[src/design/qmh_pkg.sv]
// Purpose: Shared constants for the queue threshold, space request and multicast hash block
// Assumes: AHB-Lite word registers, byte address is four times the register index
// Notes:   Register indices keep the odd 16-bit spacing of the map

package qmh_pkg;

    // ------------------------------------------------------------------
    // Bus geometry
    // ------------------------------------------------------------------
    localparam int unsigned ADDR_W    = 12;
    localparam int unsigned IDX_W     = 9;
    localparam logic [1:0]  HTRANS_NS = 2'h2;
    localparam logic [2:0]  HSIZE_WD  = 3'h2;
    localparam logic        HRESP_OK  = 1'b0;

    // ------------------------------------------------------------------
    // Register indices
    // ------------------------------------------------------------------
    localparam logic [IDX_W-1:0] IDX_INT_STATUS = 9'h192;
    localparam logic [IDX_W-1:0] IDX_RX_THRESH  = 9'h19c;
    localparam logic [IDX_W-1:0] IDX_TX_REQUEST = 9'h19e;
    localparam logic [IDX_W-1:0] IDX_HASH_0     = 9'h1a0;
    localparam logic [IDX_W-1:0] IDX_HASH_1     = 9'h1a2;
    localparam logic [IDX_W-1:0] IDX_HASH_2     = 9'h1a4;
    localparam logic [IDX_W-1:0] IDX_HASH_3     = 9'h1a6;
    localparam logic [IDX_W-1:0] IDX_RXQ_CTRL   = 9'h1c0;
    localparam logic [IDX_W-1:0] IDX_TXQ_CTRL   = 9'h1c2;
    localparam logic [IDX_W-1:0] IDX_RX_CTRL1   = 9'h1c4;
    localparam logic [IDX_W-1:0] IDX_INT_MASK   = 9'h1c6;

    // ------------------------------------------------------------------
    // Field positions
    // ------------------------------------------------------------------
    localparam int unsigned RXQ_THR_EN_BIT  = 5;
    localparam int unsigned TXQ_MON_BIT     = 1;
    localparam int unsigned ISR_RX_BIT      = 13;
    localparam int unsigned ISR_TXSPACE_BIT = 6;
    localparam int unsigned RXC1_RXALL_BIT  = 4;
    localparam int unsigned RXC1_MCMAC_BIT  = 8;
    localparam int unsigned RXC1_HASH_BIT   = 11;
    localparam int unsigned MCAST_DA_BIT    = 40;

    // ------------------------------------------------------------------
    // Writable masks and reset values
    // ------------------------------------------------------------------
    localparam logic [15:0] RXQ_CTRL_MASK = 16'h0020;
    localparam logic [15:0] TXQ_CTRL_MASK = 16'h0002;
    localparam logic [15:0] RX_CTRL1_MASK = 16'h0910;
    localparam logic [15:0] INT_MASK_MASK = 16'h2040;
    localparam logic [15:0] REG16_RESET   = 16'h0000;
    localparam logic [7:0]  THRESH_RESET  = 8'h00;

    // ------------------------------------------------------------------
    // Destination address CRC
    // ------------------------------------------------------------------
    localparam logic [31:0] CRC_POLY = 32'h04c1_1db7;
    localparam logic [31:0] CRC_INIT = 32'hffff_ffff;

endpackage

[src/design/qmh_crc_index.sv]
// Purpose: Hash index from the CRC-32 of a 48-bit destination address
// Assumes: Bytes go out first byte first, each byte least significant bit first
// Notes:   Pure combinational; the caller registers the result

`timescale 1ns/1ps
`default_nettype none

module qmh_crc_index (
    input  wire logic [47:0] dest_addr,
    output logic      [5:0]  hash_index
);
    import qmh_pkg::*;

    // ------------------------------------------------------------------
    // Serial CRC unrolled over all 48 bits
    // ------------------------------------------------------------------
    function automatic logic [31:0] crc_of_addr(input logic [47:0] a);
        logic [31:0] c;
        logic        fb;
        c  = CRC_INIT;
        fb = 1'b0;
        for (int b = 0; b < 6; b++) begin
            for (int i = 0; i < 8; i++) begin
                fb = c[31] ^ a[47 - 8*b - 7 + i];
                c  = {c[30:0], 1'b0} ^ (fb ? CRC_POLY : 32'h0000_0000);
            end
        end
        return c;
    endfunction

    logic [31:0] crc_full;

    // Top six CRC bits form the index
    always_comb begin
        crc_full   = crc_of_addr(dest_addr);
        hash_index = crc_full[31:26];
    end

endmodule

`default_nettype wire

[src/design/qmh_sticky_bank.sv]
// Purpose: Sticky event flags with write-one-to-clear
// Assumes: Set and clear are one-cycle pulses
// Notes:   A set in the clearing cycle wins so no event is lost

`timescale 1ns/1ps
`default_nettype none

module qmh_sticky_bank #(
    parameter int unsigned W = 16
) (
    input  wire logic         hclk,
    input  wire logic         hresetn,
    input  wire logic [W-1:0] set_pulse,
    input  wire logic [W-1:0] clr_pulse,
    output logic      [W-1:0] flag_r
);

    // ------------------------------------------------------------------
    // One flop per flag
    // ------------------------------------------------------------------
    for (genvar g = 0; g < W; g++) begin : g_flag
        // Set beats clear in the same cycle
        always_ff @(posedge hclk or negedge hresetn) begin
            if (!hresetn) begin
                flag_r[g] <= 1'b0;
            end else if (set_pulse[g]) begin
                flag_r[g] <= 1'b1;
            end else if (clr_pulse[g]) begin
                flag_r[g] <= 1'b0;
            end
        end
    end

endmodule

`default_nettype wire

[src/design/qmh_top.sv]
// Purpose: Receive count threshold, transmit space request and multicast hash filter
// Assumes: AHB-Lite slave, one clock, queue levels synchronous to hclk
// Notes:   Zero wait states; read data is captured in the address phase
//
// Notes on behaviour
// - Eight-bit receive count threshold in low byte, reset zero, upper byte reserved.
// - With threshold enable set, frames held above threshold set receive status.
// - With monitor set, free transmit space covering request sets space status.
// - Hash table filters group addresses only in hash-perfect mode.
// - Index is six top CRC bits over the 48-bit destination address.
// - Top two index bits pick the word, low four the bit.
// - Indexed bit one accepts the multicast frame, zero drops it.
// - Receive-all plus multicast-with-MAC accepts every multicast frame.
// - Receive status is edge-set and cleared by writing one.
// - Status bit six reports transmit space available.

`timescale 1ns/1ps
`default_nettype none

module qmh_top #(
    parameter int unsigned THR_W = 8
) (
    input  wire logic                      hclk,
    input  wire logic                      hresetn,
    input  wire logic                      hsel,
    input  wire logic [qmh_pkg::ADDR_W-1:0] haddr,
    input  wire logic [1:0]                htrans,
    input  wire logic                      hwrite,
    input  wire logic [2:0]                hsize,
    input  wire logic [31:0]               hwdata,
    input  wire logic                      hready,
    output logic                           hreadyout,
    output logic                           hresp,
    output logic      [31:0]               hrdata,
    input  wire logic [THR_W-1:0]          rx_frames_held,
    input  wire logic [15:0]               tx_free_dwords,
    input  wire logic                      da_valid,
    input  wire logic [47:0]               da,
    output logic                           filt_done,
    output logic                           filt_accept,
    output logic                           irq
);
    import qmh_pkg::*;

    // ------------------------------------------------------------------
    // Elaboration checks
    // ------------------------------------------------------------------
    if (THR_W < 1 || THR_W > 8) begin : g_bad_thr
        $error("THR_W must be 1 to 8");
    end

    // ------------------------------------------------------------------
    // Address decode helpers
    // ------------------------------------------------------------------
    function automatic logic addr_hit(input logic [ADDR_W-1:0] a);
        return (a[1:0] == 2'b00) && ((a >> (IDX_W + 2)) == '0);
    endfunction

    function automatic logic [IDX_W-1:0] addr_index(input logic [ADDR_W-1:0] a);
        return a[IDX_W+1:2];
    endfunction

    // ------------------------------------------------------------------
    // Registers
    // ------------------------------------------------------------------
    logic [THR_W-1:0] thresh_r;
    logic [15:0]      tx_request_r;
    logic [15:0]      hash_r [4];
    logic [15:0]      rxq_ctrl_r;
    logic [15:0]      txq_ctrl_r;
    logic [15:0]      rx_ctrl1_r;
    logic [15:0]      int_mask_r;
    logic [15:0]      status_r;
    logic [15:0]      status_set;
    logic [15:0]      status_clr;
    logic             wr_dph_r;
    logic [IDX_W-1:0] idx_dph_r;
    logic             rx_cond_d_r;
    logic             tx_cond_d_r;
    logic [5:0]       hash_index;
    logic             rx_cond;
    logic             tx_cond;
    logic             take;
    logic [15:0]      wdata16;

    assign take    = hsel && hready && htrans[1];
    assign wdata16 = hwdata[15:0];

    // Never stalls and never errors
    assign hreadyout = 1'b1;
    assign hresp     = HRESP_OK;

    // ------------------------------------------------------------------
    // Read mux
    // ------------------------------------------------------------------
    function automatic logic [15:0] read_value(input logic [IDX_W-1:0] i);
        logic [15:0] v;
        v = 16'h0000;
        case (i)
            IDX_INT_STATUS: v = status_r;
            IDX_RX_THRESH:  v = 16'(thresh_r);
            IDX_TX_REQUEST: v = tx_request_r;
            IDX_HASH_0:     v = hash_r[0];
            IDX_HASH_1:     v = hash_r[1];
            IDX_HASH_2:     v = hash_r[2];
            IDX_HASH_3:     v = hash_r[3];
            IDX_RXQ_CTRL:   v = rxq_ctrl_r;
            IDX_TXQ_CTRL:   v = txq_ctrl_r;
            IDX_RX_CTRL1:   v = rx_ctrl1_r;
            IDX_INT_MASK:   v = int_mask_r;
            default:        v = 16'h0000;
        endcase
        return v;
    endfunction

    // ------------------------------------------------------------------
    // AHB address phase capture
    // ------------------------------------------------------------------
    // Writes need a full word; narrower writes are dropped quietly
    always_ff @(posedge hclk or negedge hresetn) begin
        if (!hresetn) begin
            wr_dph_r  <= 1'b0;
            idx_dph_r <= '0;
        end else if (hready) begin
            wr_dph_r  <= take && hwrite && addr_hit(haddr) && (hsize == HSIZE_WD);
            idx_dph_r <= addr_index(haddr);
        end
    end

    // Read data sampled at address phase; unmapped reads give zero
    always_ff @(posedge hclk or negedge hresetn) begin
        if (!hresetn) begin
            hrdata <= 32'h0000_0000;
        end else if (take && !hwrite) begin
            hrdata <= addr_hit(haddr) ? {16'h0000, read_value(addr_index(haddr))}
                                      : 32'h0000_0000;
        end
    end

    // ------------------------------------------------------------------
    // Register writes in the data phase
    // ------------------------------------------------------------------
    always_ff @(posedge hclk or negedge hresetn) begin
        if (!hresetn) begin
            thresh_r     <= THR_W'(THRESH_RESET);
            tx_request_r <= REG16_RESET;
            rxq_ctrl_r   <= REG16_RESET;
            txq_ctrl_r   <= REG16_RESET;
            rx_ctrl1_r   <= REG16_RESET;
            int_mask_r   <= REG16_RESET;
        end else if (wr_dph_r) begin
            case (idx_dph_r)
                IDX_RX_THRESH:  thresh_r     <= wdata16[THR_W-1:0];
                IDX_TX_REQUEST: tx_request_r <= wdata16;
                IDX_RXQ_CTRL:   rxq_ctrl_r   <= wdata16 & RXQ_CTRL_MASK;
                IDX_TXQ_CTRL:   txq_ctrl_r   <= wdata16 & TXQ_CTRL_MASK;
                IDX_RX_CTRL1:   rx_ctrl1_r   <= wdata16 & RX_CTRL1_MASK;
                IDX_INT_MASK:   int_mask_r   <= wdata16 & INT_MASK_MASK;
                default:        ;
            endcase
        end
    end

    // Hash table words, one array slot per word
    always_ff @(posedge hclk or negedge hresetn) begin
        if (!hresetn) begin
            for (int k = 0; k < 4; k++) begin
                hash_r[k] <= REG16_RESET;
            end
        end else if (wr_dph_r) begin
            for (int k = 0; k < 4; k++) begin
                if (idx_dph_r == IDX_HASH_0 + IDX_W'(2 * k)) begin
                    hash_r[k] <= wdata16;
                end
            end
        end
    end

    // ------------------------------------------------------------------
    // Queue level events
    // ------------------------------------------------------------------
    // Zero threshold fires on one frame; software must avoid it
    assign rx_cond = rxq_ctrl_r[RXQ_THR_EN_BIT] && (rx_frames_held > thresh_r);
    assign tx_cond = txq_ctrl_r[TXQ_MON_BIT] && (tx_free_dwords >= tx_request_r);

    // Edge detect so a standing level does not refire after clearing
    always_ff @(posedge hclk or negedge hresetn) begin
        if (!hresetn) begin
            rx_cond_d_r <= 1'b0;
            tx_cond_d_r <= 1'b0;
        end else begin
            rx_cond_d_r <= rx_cond;
            tx_cond_d_r <= tx_cond;
        end
    end

    // Event and clear vectors for the status bank
    always_comb begin
        status_set = 16'h0000;
        status_set[ISR_RX_BIT]      = rx_cond && !rx_cond_d_r;
        status_set[ISR_TXSPACE_BIT] = tx_cond && !tx_cond_d_r;
        status_clr = (wr_dph_r && idx_dph_r == IDX_INT_STATUS) ? wdata16 : 16'h0000;
    end

    qmh_sticky_bank #(
        .W(16)
    ) u_status (
        .hclk      (hclk),
        .hresetn   (hresetn),
        .set_pulse (status_set),
        .clr_pulse (status_clr),
        .flag_r    (status_r)
    );

    // Level interrupt while any unmasked flag stands
    assign irq = |(status_r & int_mask_r);

    // ------------------------------------------------------------------
    // Multicast hash filter
    // ------------------------------------------------------------------
    qmh_crc_index u_crc (
        .dest_addr  (da),
        .hash_index (hash_index)
    );

    // Verdict one cycle after the address is offered
    always_ff @(posedge hclk or negedge hresetn) begin
        if (!hresetn) begin
            filt_done   <= 1'b0;
            filt_accept <= 1'b0;
        end else begin
            filt_done <= da_valid;
            if (da_valid) begin
                if (!da[MCAST_DA_BIT] || !rx_ctrl1_r[RXC1_HASH_BIT]) begin
                    filt_accept <= 1'b1;
                end else if (rx_ctrl1_r[RXC1_RXALL_BIT] && rx_ctrl1_r[RXC1_MCMAC_BIT]) begin
                    filt_accept <= 1'b1;
                end else begin
                    filt_accept <= hash_r[hash_index[5:4]][hash_index[3:0]];
                end
            end
        end
    end

    logic mc_bypass;
    logic mc_hashed;
    assign mc_bypass = rx_ctrl1_r[RXC1_RXALL_BIT] && rx_ctrl1_r[RXC1_MCMAC_BIT];
    assign mc_hashed = da_valid && da[MCAST_DA_BIT] && rx_ctrl1_r[RXC1_HASH_BIT];
endmodule

`default_nettype wire

[config.mk]
export PLATFORM = sky130hd
export DESIGN_NAME = qmh_top
export DESIGN_NICKNAME = d
export VERILOG_FILES = /design/src/design/qmh_pkg.sv /design/src/design/qmh_crc_index.sv /design/src/design/qmh_sticky_bank.sv /design/src/design/qmh_top.sv
export SDC_FILE = /design/constraint.sdc
export NUM_CORES = 1
export LEC_CHECK = 0
export ABC_AREA = 0
export BUFFER_PORTS_ARGS = -buffer_cell sky130_fd_sc_hd__buf_2
export CORE_MARGIN = 10
export CORE_UTILIZATION = 40
export CTS_CLUSTER_SIZE = 25
export DETAILED_ROUTE_END_ITERATION = 10
export PLACE_DENSITY = 0.67
export SYNTH_ARGS = -nofsm -noshare
export SYNTH_HDL_FRONTEND = slang
export SYNTH_HIERARCHICAL = 1
export SYNTH_SLANG_ARGS = --single-unit
[constraint.sdc]
create_clock -name hclk -period 1.7 [get_ports hclk]
set_input_delay 0.425 -clock hclk [delete_from_list [all_inputs] [get_ports hclk]]
set_output_delay 0.425 -clock hclk [all_outputs]
set_load 0.03 [all_outputs]
Word-level counts from Yosys, hierarchy flattened --
Cells that the tools add are included.
Storage, ports and cells: register bits 143, bits of input ports 127, output and inout bits 37
Operators by class: magnitude comparators 4, eq/ne operators 23, muxes and demuxes 62, bitwise logic cells 97, reductions and logical operators 34
Operator list (number):
- bitwise XOR 32 bit | 47
- 2-to-1 mux 27 bit | 48
- equality test 9 bit, second input constant | 22
- case mux 16 bit (11 select lines) | 1
- 2-to-1 mux 16 bit | 3
- bitwise XOR 1 bit | 47
- binary-select mux 16 bit (select 2 bit) | 1
- NOT 31 bit | 1
- AND reduction 2 bit | 10
- >= comparator 16 bit | 1
- OR reduction 16 bit | 1
- bitwise AND 14 bit | 1
- 2-to-1 mux 14 bit | 1
- logical AND 1 bit | 13
- zero test 12 bit | 1
- > comparator 8 bit | 1
- 2-to-1 mux 1 bit | 7
- zero test 1 bit | 5
- less-than comparator 4 x 5 -> 1 bit, second input constant | 1
- binary-select mux 1 bit (select 4 bit) | 1
- nonzero test 2 bit | 2
- equality test 3 x 2 -> 1 bit, second input constant | 1
- >= comparator 3 bit, second input constant | 1
- NOT 2 -> 3 bit | 1
- 2 further kinds | 2

Logic depth before layout (Yosys ltp) --
Gate-level depths: netlist of run 1.
depth after elaboration 151, mapped depth 16, mapped depth without buffers 13

Cells and area by module --
Netlist of run 1, hierarchy kept.
Modules (own cells, without submodules):
- qmh_top | times used 1, cells an instance 636, area an instance 7129.3 µm²
- qmh_crc_index | times used 1, cells an instance 193, area an instance 2239.6 µm²
- qmh_sticky_bank | times used 1, cells an instance 48, area an instance 580.6 µm²

Least setup slack after synthesis of run 1 --
OpenSTA, ideal clock, no wires.
kind input-to-reg, from in da[43], to reg filt_accept, data arrival time 4287 ps, data required time 1569 ps, path slack -2718 ps, stages on the path 15, path buffers 3, cells stage by stage buf_6 > xor3_2 > xnor2_2 > xor3_2 > xnor2_4 > xnor3_1 > xnor2_1 > xnor3_1 > buf_6 > buf_2 > mux4_2 > mux2i_1 > o32ai_1 > a32oi_1 > a31oi_1
On the way: word-level cells in the longest chain between the ends 67, elaborated cells on any way between the ends 119, classes of those cells mux: 40; bitwise: 79
Ends and longest elaborated chain:
- start, declared | line qmh_top.sv:38 | input wire logic [47:0] da,
- bitwise XOR 1 bit (*) | line qmh_crc_index.sv:24 | fb = c[31] ^ a[47 - 8*b - 7 + i];
- 2-to-1 mux 27 bit (*) | line qmh_crc_index.sv:25 | c = {c[30:0], 1'b0} ^ (fb ? CRC_POLY : 32'h0000_0000);
- bitwise XOR 32 bit (*) (6 in a row) | line qmh_crc_index.sv:25
- bitwise XOR 1 bit or bitwise XOR 32 bit (tied branches) | line qmh_crc_index.sv:24, qmh_crc_index.sv:25
- 2-to-1 mux 27 bit or bitwise XOR 32 bit (tied branches) | line qmh_crc_index.sv:25
- bitwise XOR 32 bit (*) (6 in a row) | line qmh_crc_index.sv:25
- bitwise XOR 1 bit or bitwise XOR 32 bit (tied branches) | line qmh_crc_index.sv:24, qmh_crc_index.sv:25
- 2-to-1 mux 27 bit or bitwise XOR 32 bit (tied branches) | line qmh_crc_index.sv:25
- [41 not listed]
- named net hash_index[4] | line qmh_top.sv:80 | logic [5:0] hash_index;
- NOT 2 -> 3 bit (not written as such) (*) | line qmh_top.sv:239 | filt_accept <= hash_r[hash_index[5:4]][hash_index[3:0]];
- binary-select mux 16 bit (select 2 bit) (*) | line qmh_top.sv:239
- 2-to-1 mux 16 bit (not written as such) (*) (2 in a row) | line qmh_top.sv:239
- binary-select mux 1 bit (select 4 bit) (*) | line qmh_top.sv:239
- 2-to-1 mux 1 bit (not written as such) (*) | line qmh_top.sv:239
- 2-to-1 mux 1 bit (*) | line qmh_top.sv:236 | end else if (rx_ctrl1_r[RXC1_RXALL_BIT] && rx_ctrl1_r[RXC1_MCMAC_BIT]) begin
- 2-to-1 mux 1 bit (*) | line qmh_top.sv:234 | if (!da[MCAST_DA_BIT] || !rx_ctrl1_r[RXC1_HASH_BIT]) begin
- end signal, assigned | line qmh_top.sv:239
- end, declared | line qmh_top.sv:40 | output logic filt_accept,
The timed path passes the listed nets; every way through them passes the cells marked *. The select of a mux whose other input is x is not followed. A chain may end at the register's enable or synchronous reset.

Final worst setup path of run 1 --
from in da[44], to reg filt_accept
On the way: word-level cells in the longest chain between the ends 66, elaborated cells on any way between the ends 116, classes of those cells mux: 39; bitwise: 77
Ends and longest elaborated chain (line):
- bitwise XOR 1 bit (*) | qmh_crc_index.sv:24
- 2-to-1 mux 27 bit (*) | qmh_crc_index.sv:25
- bitwise XOR 32 bit (*) (6 in a row) | qmh_crc_index.sv:25
- bitwise XOR 1 bit or bitwise XOR 32 bit (tied branches) | qmh_crc_index.sv:24, qmh_crc_index.sv:25
- 2-to-1 mux 27 bit or bitwise XOR 32 bit (tied branches) | qmh_crc_index.sv:25
- bitwise XOR 32 bit (*) (6 in a row) | qmh_crc_index.sv:25
- bitwise XOR 1 bit or bitwise XOR 32 bit (tied branches) | qmh_crc_index.sv:24, qmh_crc_index.sv:25
- 2-to-1 mux 27 bit or bitwise XOR 32 bit (tied branches) | qmh_crc_index.sv:25
- [40 not listed]
- named net hash_index[4] | qmh_top.sv:80
- NOT 2 -> 3 bit (not written as such) (*) | qmh_top.sv:239
- binary-select mux 16 bit (select 2 bit) (*) | qmh_top.sv:239
- 2-to-1 mux 16 bit (not written as such) (*) (2 in a row) | qmh_top.sv:239
- binary-select mux 1 bit (select 4 bit) (*) | qmh_top.sv:239
- 2-to-1 mux 1 bit (not written as such) (*) | qmh_top.sv:239
- 2-to-1 mux 1 bit (*) | qmh_top.sv:236
- 2-to-1 mux 1 bit (*) | qmh_top.sv:234
Marks and branches as above.

==> tab_implementation.tex, run 1 <==
\begin{tabular}{lr}
\hline
Metric & Value \\
\hline
\multicolumn{2}{l}{\textbf{Placed design}} \\
\quad Post-Place Cells & 1471 \\
\quad Final weighted congestion in routability-driven placement & 0.902 \\
\quad Worst slack, placed & -2.62 ns \\
\quad Port Buffers & 127 \\
\quad Placed wire-length estimate & 23.3 mm \\
\multicolumn{2}{l}{\textbf{Timing}} \\
\quad Fin crit period & 3.85 ns \\
\quad Hold slack final & 0.159 ns \\
\quad Top achievable clock speed & 260 MHz \\
\quad Fin Clk Skew & 0.0103 ns \\
\quad Final worst-path cycle share & 2.26 \\
\quad Endpoints failing setup & 91 \\
\quad Final worst slack & -2.15 ns \\
\quad Tightest Pin Transition & 0.596 ns \\
\quad Relative slew margins & 0.598 \\
\quad Number of failing hold endpoints at the final stage & 0 \\
\quad Total Negative Setup Slacks & -6.34 ns \\
\quad Final Max Tran Viols & 0 \\
\quad RSZ-0062 raised after global routing & true \\
\multicolumn{2}{l}{\textbf{Global routing}} \\
\quad First-pass GRT wire length & 47.5 mm \\
\quad Overall routing resource usage & 0.196 \\
\quad Met1 usage & 0.252 \\
\quad Total congestion overflow & 0 \\
\quad GR Layer Usage met2 & 0.325 \\
\quad Initial antenna violation count & 0 \\
\quad Vias in the first global route & 8425 \\
\quad Pin count of the biggest net entering global routing & 54 \\
\quad Peak-usage layer in the global routing report & met2 \\
\quad Met3 usage & 0.0412 \\
\multicolumn{2}{l}{\textbf{Final layout}} \\
\quad Ratio of cells with drive above 1 in the final layout & 0.486 \\
\quad Fill cells & 1990 \\
\quad Area of the multi-input gates & 6560 µm² \\
\quad Inserted Diodes & 0 \\
\quad Commonest cells after routing, fill and taps aside & buf\_4 (187), dfrtp\_1 (139), buf\_2 (119) \\
\quad Area taken by flip-flops and latches & 3530 µm² \\
\quad Count of non-filler cells in the finished layout & 1548 \\
\quad Area growth syn-to-layout & 40.2\% \\
\quad Commonest non-fill, non-tap cell in the layout & buf\_4 \\
\quad NumNets Final & 1362 \\
\multicolumn{2}{l}{\textbf{Yosys}} \\
\quad Flip-flop and latch count after synthesis & 141 \\
\quad Number of warnings issued by yosys & 6 \\
\quad Mean cell area of the mapped netlist & 11.3 µm² \\
\quad Register area share after synthesis & 0.355 \\
\quad Post-synth design cell area & 9950 µm² \\
\quad Share of synthesized registers carrying an async set or reset & 1.00 \\
\quad Synthesized netlist cell count & 877 \\
\quad Number of synthesized flops with an enable pin & 0 \\
\quad Flip-flop cell with the highest count after synthesis & dfrtp\_1 \\
\quad Post-synthesis cell type count & 72 \\
\multicolumn{2}{l}{\textbf{Routing}} \\
\quad Number of optimization iterations in the first detailed-route pass & 7 \\
\quad Total number of vias & 8095 \\
\quad DR WL/cell & 20.7 µm \\
\quad Post-detailed-route DRC marker count & 0 \\
\quad Detail Route Antenna Nets & 0 \\
\quad Number of design-rule violations left by the first detailed-router iteration & 575 \\
\quad Via/cell ratio & 5.23 \\
\quad Final Routed Wirelength & 32.0 mm \\
\multicolumn{2}{l}{\textbf{Critical path}} \\
\quad Cell breakdown of the critical path & clkbuf\_4, buf\_4, xor2\_2, xnor2\_1, xnor2\_1, xnor3\_1, xnor3\_1, xor2\_1, xnor3\_1, buf\_12, buf\_8, mux4\_2, mux2i\_1, o32ai\_1, a32oi\_1, a31oi\_1 \\
\quad Worst path most repeated cell & xnor3\_1 \\
\quad Crit path DAT & 4.15 ns \\
\quad Max FO, Critical Path & 8 \\
\quad Buffer and inverter count on the worst path & 4 \\
\quad CP endpoint kind & flip-flop \\
\quad Cell with the biggest individual delay on the critical path & xnor3\_1 \\
\quad Top delay family on crit path & XOR/XNOR gates \\
\quad Start-to-end type of the worst setup path & in2reg \\
\quad Largest stage delay on the critical path & 0.49 ns \\
\quad Worst Setup Start Kind & input pin \\
\quad Required @ worst endpoint & 2.01 ns \\
\multicolumn{2}{l}{\textbf{Clock tree}} \\
\quad Bufs on Longest Clock Path & 2 \\
\quad Clock sink count & 141 \\
\quad H-tree lvl count & 4 \\
\quad TritonCTS Buffers & 17 \\
\quad Clock Latency Late Sink & 0.44 ns \\
\quad Worst-path clk slew & 0.06 ns \\
\quad Clock tree from TritonCTS & yes \\
\quad Clock root buffer & clkbuf\_16 \\
\multicolumn{2}{l}{\textbf{Floorplan}} \\
\quad Core area & 24400 µm² \\
\quad Number of primary I/O pins & 164 \\
\quad Floorplan die area & 31600 µm² \\
\quad Overall die height & 178 µm \\
\quad Standard-cell rows & 57 \\
\quad Starting density of the core & 0.408 \\
\quad Die X-Extent & 178 µm \\
\multicolumn{2}{l}{\textbf{Job}} \\
\quad Max-Cap Viols & 0 \\
\multicolumn{2}{l}{\textbf{Power}} \\
\quad Leakage power total & 6.54 nW \\
\quad Peak supply drop & 4.77 mV \\
\quad Power per unit of standard cell area & 2550 nW/µm² \\
\multicolumn{2}{l}{\textbf{Outcome}} \\
\quad Outcome & finished, violations left \\
\quad Violated checks & negative setup slack \\
\multicolumn{2}{l}{\textbf{Worst hold path}} \\
\quad Kind of path behind the tightest hold check & in2reg \\
\hline
\end{tabular}
[repair_timing]
item,in CTS,in global routing
hold buffers,1,0
resized for setup,47,112
endpoints found under the hold margin,22,0
pin swaps,29,50
setup buffers,19,19
setup endpoints to repair,69,125
gates cloned,2,5
[power breakdown]
part           internal (mW)  leakage, nW  switching, mW  total (mW)
Sequential              3.46         1.62          0.101        3.56
Clock                   2.38        0.297           1.57        3.95
Combinational           16.7         4.62           11.4        28.1
[cells in the mapped netlist, types with 3 or more instances]
cell type,instances,area (µm²)
mux2i_1,11,110
nand2_1,46,173
buf_4,20,150
xor2_1,35,307
o22ai_1,4,25.0
nand4_1,7,43.8
xnor3_1,33,743
mux2_2,84,946
a32oi_1,3,26.3
a21oi_1,12,60.1
nor4b_1,3,26.3
xnor2_1,101,885
nand3_2,3,30.0
and3_1,3,18.8
nor2b_1,20,125
nand3_1,10,50.1
a221oi_1,8,70.1
clkbuf_1,11,41.3
o21ai_0,47,235
ha_1,24,300
nor2_1,19,71.3
a22o_1,9,78.8
a211oi_1,3,22.5
xor3_1,4,95.1
and2_1,17,106
nor3_1,4,20.0
inv_1,45,169
a22oi_1,23,173
dfrtp_1,141,3530
mux4_2,18,405
buf_6,5,56.3
a21o_1,23,173
buf_2,24,120
nand2b_1,6,37.5
[through the flow]
step | utilization | power (mW) | instance area, µm²
after floorplan | - | 25.2 | 10300
after global placement | 0.506 | 25.2 | 12400
after detailed placement | 0.506 | 24.3 | 12400
after CTS | 0.548 | 33.4 | 13400
after global routing | 0.572 | 35.7 | 13900
final | 0.572 | 35.6 | 13900
[kinds of logic after synthesis]
kind of cell,count (synthesis),share of synthesized area
mux,113,0.147
buf+inv,108,0.0553
simple gates,161,0.0937
flops,141,0.355
xor+xnor,180,0.218
fa+ha+maj,24,0.0302
other cells,2,0.000755
compound gates,148,0.100
[sequential cells by signal, indices dropped and copies added (netlist names), 2 cells and up]
register / cells
tx_request_r: 16
rx_ctrl1_r: 3
int_mask_r: 2
thresh_r: 8
idx_dph_r: 9
u_status/flag_r: 16
hash_r: 64
hrdata: 16
[metal layers]
metal  routed length, µm  share of wire
met5                   0              0
met4                 755          0.024
met3                2400          0.075
met2               15600           0.49
met1               13300           0.41
[worst reg2reg max path, cell delays in order, from the launching register on]
cell	delay, ns
dfrtp_1	0.41
inv_2	0.09
ha_4	0.19
a21o_1	0.15
a21o_1	0.16
a21oi_2	0.18
o211ai_1	0.17
a21oi_2	0.22
nor3b_2	0.07
a21o_1	0.15
[final cells by class]
| type | instances | share of cell area |
|---|---|---|
| Sequential cell | 141 | 0.253 |
| Clock inverter | 14 | 0.0132 |
| Tap cell | 324 | 0.0291 |
| Inverter | 46 | 0.0124 |
| Clock buffer | 18 | 0.0315 |
| Multi-Input combinational cell | 658 | 0.471 |
| Timing Repair Buffer | 347 | 0.190 |
[worst paths after layout]
check                                                from                             end  slack [ns]  cells past startpoint
min in group asynchronous                         hresetn           hrdata[0]$_DFFE_PN0P_        0.43                      2
max in group asynchronous                         hresetn           hash_r[8]$_DFFE_PN0P_        0.69                      3
setup / recovery                                   da[44]         filt_accept$_DFFE_PN0P_       -2.15                     16
hold reg to reg            u_status/flag_r[4]$_DFFE_PN0P_  u_status/flag_r[4]$_DFFE_PN0P_        0.48                      1
setup reg to reg              tx_request_r[5]$_DFFE_PN0P_  u_status/flag_r[6]$_DFFE_PN0P_       -0.18                      9
hold / removal                                   da_valid             filt_done$_DFF_PN0_        0.16                      1
(Power assumes the default switching activity.)
==> run 2: changes to the inputs <==
RECOVER_POWER = 50   (was unset)
==> tab_implementation.tex, run 2 (synthesis results as in run 1) <==
\begin{tabular}{lr}
\hline
Metric & Value \\
\hline
\multicolumn{2}{l}{\textbf{Timing}} \\
\quad Endpoints failing setup & 95 (was 91) \\
\quad Final worst-path cycle share & 2.27 (was 2.26) \\
\quad Fin Clk Skew & 0.00864 ns (was 0.0103 ns) \\
\quad Final worst slack & -2.16 ns (was -2.15 ns) \\
\quad Tightest Pin Transition & 0.737 ns (was 0.596 ns) \\
\quad Relative slew margins & 0.509 (was 0.598) \\
\quad Hold slack final & 0.191 ns (was 0.159 ns) \\
\quad RSZ-0062 raised after global routing & true (unchanged) \\
\quad Final Max Tran Viols & 0 (unchanged) \\
\quad Number of failing hold endpoints at the final stage & 0 (unchanged) \\
\quad Top achievable clock speed & 259 MHz (was 260 MHz) \\
\quad Fin crit period & 3.86 ns (was 3.85 ns) \\
\multicolumn{2}{l}{\textbf{Clock tree}} \\
\quad Worst-path clk slew & 0.06 ns (about the same) \\
\quad Clock Latency Late Sink & 0.43 ns (was 0.44 ns) \\
\quad Bufs on Longest Clock Path & 2 (unchanged) \\
\quad H-tree lvl count & 4 (unchanged) \\
\quad Clock sink count & 141 (unchanged) \\
\quad TritonCTS Buffers & 17 (unchanged) \\
\quad Clock root buffer & clkbuf\_16 (unchanged) \\
\quad Clock tree from TritonCTS & yes (unchanged) \\
\multicolumn{2}{l}{\textbf{Power}} \\
\quad Switching Fraction & 0.367 (about the same) \\
\quad Power per unit of standard cell area & 2550 nW/µm² (about the same) \\
\quad Leakage power total & 6.52 nW (was 6.54 nW) \\
\quad Fraction of power consumed by sequential logic & 0.100 (about the same) \\
\quad Peak supply drop & 4.77 mV (about the same) \\
\quad Combinational Power Share & 0.788 (was 0.789) \\
\quad Internal Pwr Total & 22.4 mW (was 22.5 mW) \\
\quad Switching power & 13.0 mW (about the same) \\
\quad Clk network pwr share & 0.111 (about the same) \\
\multicolumn{2}{l}{\textbf{Routing}} \\
\quad Detail Route Antenna Nets & 0 (unchanged) \\
\quad Number of optimization iterations in the first detailed-route pass & 5 (was 7) \\
\quad DR WL/cell & 20.7 µm (about the same) \\
\quad Post-detailed-route DRC marker count & 0 (unchanged) \\
\quad Final Routed Wirelength & 32.0 mm (about the same) \\
\quad Total number of vias & 8095 (unchanged) \\
\quad Number of design-rule violations left by the first detailed-router iteration & 625 (was 575) \\
\quad Via/cell ratio & 5.23 (unchanged) \\
\multicolumn{2}{l}{\textbf{Global routing}} \\
\quad Vias in the first global route & 8425 (unchanged) \\
\quad First-pass GRT wire length & 47.5 mm (unchanged) \\
\quad Initial antenna violation count & 0 (unchanged) \\
\quad Overall routing resource usage & 0.196 (unchanged) \\
\quad Total congestion overflow & 0 (unchanged) \\
\quad Pin count of the biggest net entering global routing & 54 (unchanged) \\
\multicolumn{2}{l}{\textbf{Outcome}} \\
\quad Violated checks & negative setup slack (unchanged) \\
\quad Outcome & finished, violations left (unchanged) \\
\multicolumn{2}{l}{\textbf{Final layout}} \\
\quad Commonest cells after routing, fill and taps aside & buf\_4 (182), dfrtp\_1 (141), buf\_2 (118) (was buf\_4 (187), dfrtp\_1 (139), buf\_2 (119)) \\
\quad Ratio of cells with drive above 1 in the final layout & 0.481 (was 0.486) \\
\quad Area growth syn-to-layout & 39.9\% (was 40.2\%) \\
\quad Top reg by flops & hash\_r (unchanged) \\
\quad Commonest non-fill, non-tap cell in the layout & buf\_4 (unchanged) \\
\quad Utilization of the core after routing & 0.570 (was 0.572) \\
\quad Largest register FFs & 64 (unchanged) \\
\quad NumNets Final & 1362 (unchanged) \\
\quad Inserted Diodes & 0 (unchanged) \\
\quad Fill cells & 1996 (was 1990) \\
\multicolumn{2}{l}{\textbf{Floorplan}} \\
\quad Overall die height & 178 µm (unchanged) \\
\quad Die X-Extent & 178 µm (unchanged) \\
\quad Standard-cell rows & 57 (unchanged) \\
\quad Starting density of the core & 0.408 (unchanged) \\
\quad Floorplan die area & 31600 µm² (unchanged) \\
\quad Number of primary I/O pins & 164 (unchanged) \\
\quad Core area & 24400 µm² (unchanged) \\
\multicolumn{2}{l}{\textbf{Placed design}} \\
\quad Port Buffers & 127 (unchanged) \\
\quad Placed wire-length estimate & 23.3 mm (unchanged) \\
\quad Final weighted congestion in routability-driven placement & 0.902 (unchanged) \\
\multicolumn{2}{l}{\textbf{Job}} \\
\quad Max-Cap Viols & 0 (unchanged) \\
\multicolumn{2}{l}{\textbf{Critical path}} \\
\quad Cell with the biggest individual delay on the critical path & xnor3\_1 (unchanged) \\
\quad Max FO, Critical Path & 8 (unchanged) \\
\quad Worst path most repeated cell & xnor3\_1 (unchanged) \\
\quad CP endpoint kind & flip-flop (unchanged) \\
\quad Required @ worst endpoint & 2.00 ns (was 2.01 ns) \\
\quad Cell breakdown of the critical path & clkbuf\_4, buf\_4, xor2\_2, xnor2\_1, xnor2\_1, xnor3\_1, xnor3\_1, xor2\_1, xnor3\_1, buf\_12, buf\_8, mux4\_2, mux2i\_1, o32ai\_1, a32oi\_1, a31oi\_1 (unchanged) \\
\quad Start-to-end type of the worst setup path & in2reg (unchanged) \\
\quad Crit path DAT & 4.16 ns (was 4.15 ns) \\
\quad Largest stage delay on the critical path & 0.49 ns (about the same) \\
\quad Reg2Reg Depth & 9 (unchanged) \\
\quad Worst Setup Start Kind & input pin (unchanged) \\
\multicolumn{2}{l}{\textbf{Worst hold path}} \\
\quad Worst Hold Depth & 1 (unchanged) \\
\quad Kind of path behind the tightest hold check & in2reg (unchanged) \\
\hline
\end{tabular}
run 2: changes by cell type in the layout (fill, tap and decap cells not counted), sizes merged:
| cell | change |
|---|---|
| buf | -7 |
| clkbuf | +7 |
run 2: per-layer routing:
| layer | up-vias | share of wire | track usage |
|---|---|---|---|
| li1 | 3720 | - | - |
| met1 | 3984 | 0.42 | 0.252 |
| met2 | 342 | 0.49 | 0.325 |
| met3 | 49 | 0.069 | 0.0412 |
| met4 | 0 | 0.024 | 0.0573 |
| met5 | - | 0 | 0 |
run 2: layout make-up:
| class | instances | area [µm²] | share of cell area |
|---|---|---|---|
| repair buffers | 347 | 2620 | 0.188 |
| clock buffers | 18 | 439 | 0.0316 |
| well taps | 324 | 405 | 0.0291 |
| multi-input cells | 658 | 6560 | 0.472 |
| inverters | 46 | 173 | 0.0124 |
| flip-flops and latches | 141 | 3530 | 0.254 |
| clock inverters | 14 | 184 | 0.0132 |
run 2: stage by stage:
step	worst slack [ns]	area [µm²]	total power, mW	TNS, ns	std cells
after global routing	-2.29	13900	35.7	-13.43	1548
after floorplan	-2.40	10300	25.2	-2.89	907
after detailed placement	-2.62	12400	24.3	-11.88	1471
after CTS	-2.16	13400	33.4	-5.27	1524
final	-2.16	13900	35.5	-7.38	1548
after global placement	-2.54	12400	25.2	-9.27	1471
run 2: timing repair:
| item | in CTS | in global routing |
|---|---|---|
| pin swaps | 29 | 50 |
| resized for setup | 47 | 112 |
| cloned | 2 | 5 |
| hold buffers | 1 | 0 |
| hold endpoints to repair | 22 | 0 |
| endpoints found under the setup margin | 69 | 125 |
| buffers inserted | 19 | 19 |
run 2: power groups by stage:
stage	Clock (mW)	Combinational [mW]	Sequential, mW
global route	4.13	28.0	3.57
detailed placement	0	20.7	3.62
CTS	3.96	25.8	3.56
global placement	0	21.5	3.62
floorplan	0	21.6	3.60
finish	3.94	28.0	3.56
run 2: critical path, delay by kind of cell:
| family | cells | cell delay, ns |
|---|---|---|
| muxes | 2 | 0.66 |
| xor gates and xnor gates | 7 | 2.07 |
| buffers and inverters | 4 | 0.59 |
| AOI/OAI and AO/OA | 3 | 0.41 |
run 2: worst paths after layout:
path / startpoint / end / slack (ns)
setup / recovery: da[44] / filt_accept$_DFFE_PN0P_ / -2.16
hold / removal: da_valid / filt_done$_DFF_PN0_ / 0.19
setup reg to reg: tx_request_r[5]$_DFFE_PN0P_ / u_status/flag_r[6]$_DFFE_PN0P_ / -0.18
hold reg to reg: u_status/flag_r[5]$_DFFE_PN0P_ / u_status/flag_r[5]$_DFFE_PN0P_ / 0.48
max in group asynchronous: hresetn / hash_r[51]$_DFFE_PN0P_ / 0.21
min in group asynchronous: hresetn / hrdata[0]$_DFFE_PN0P_ / 0.60
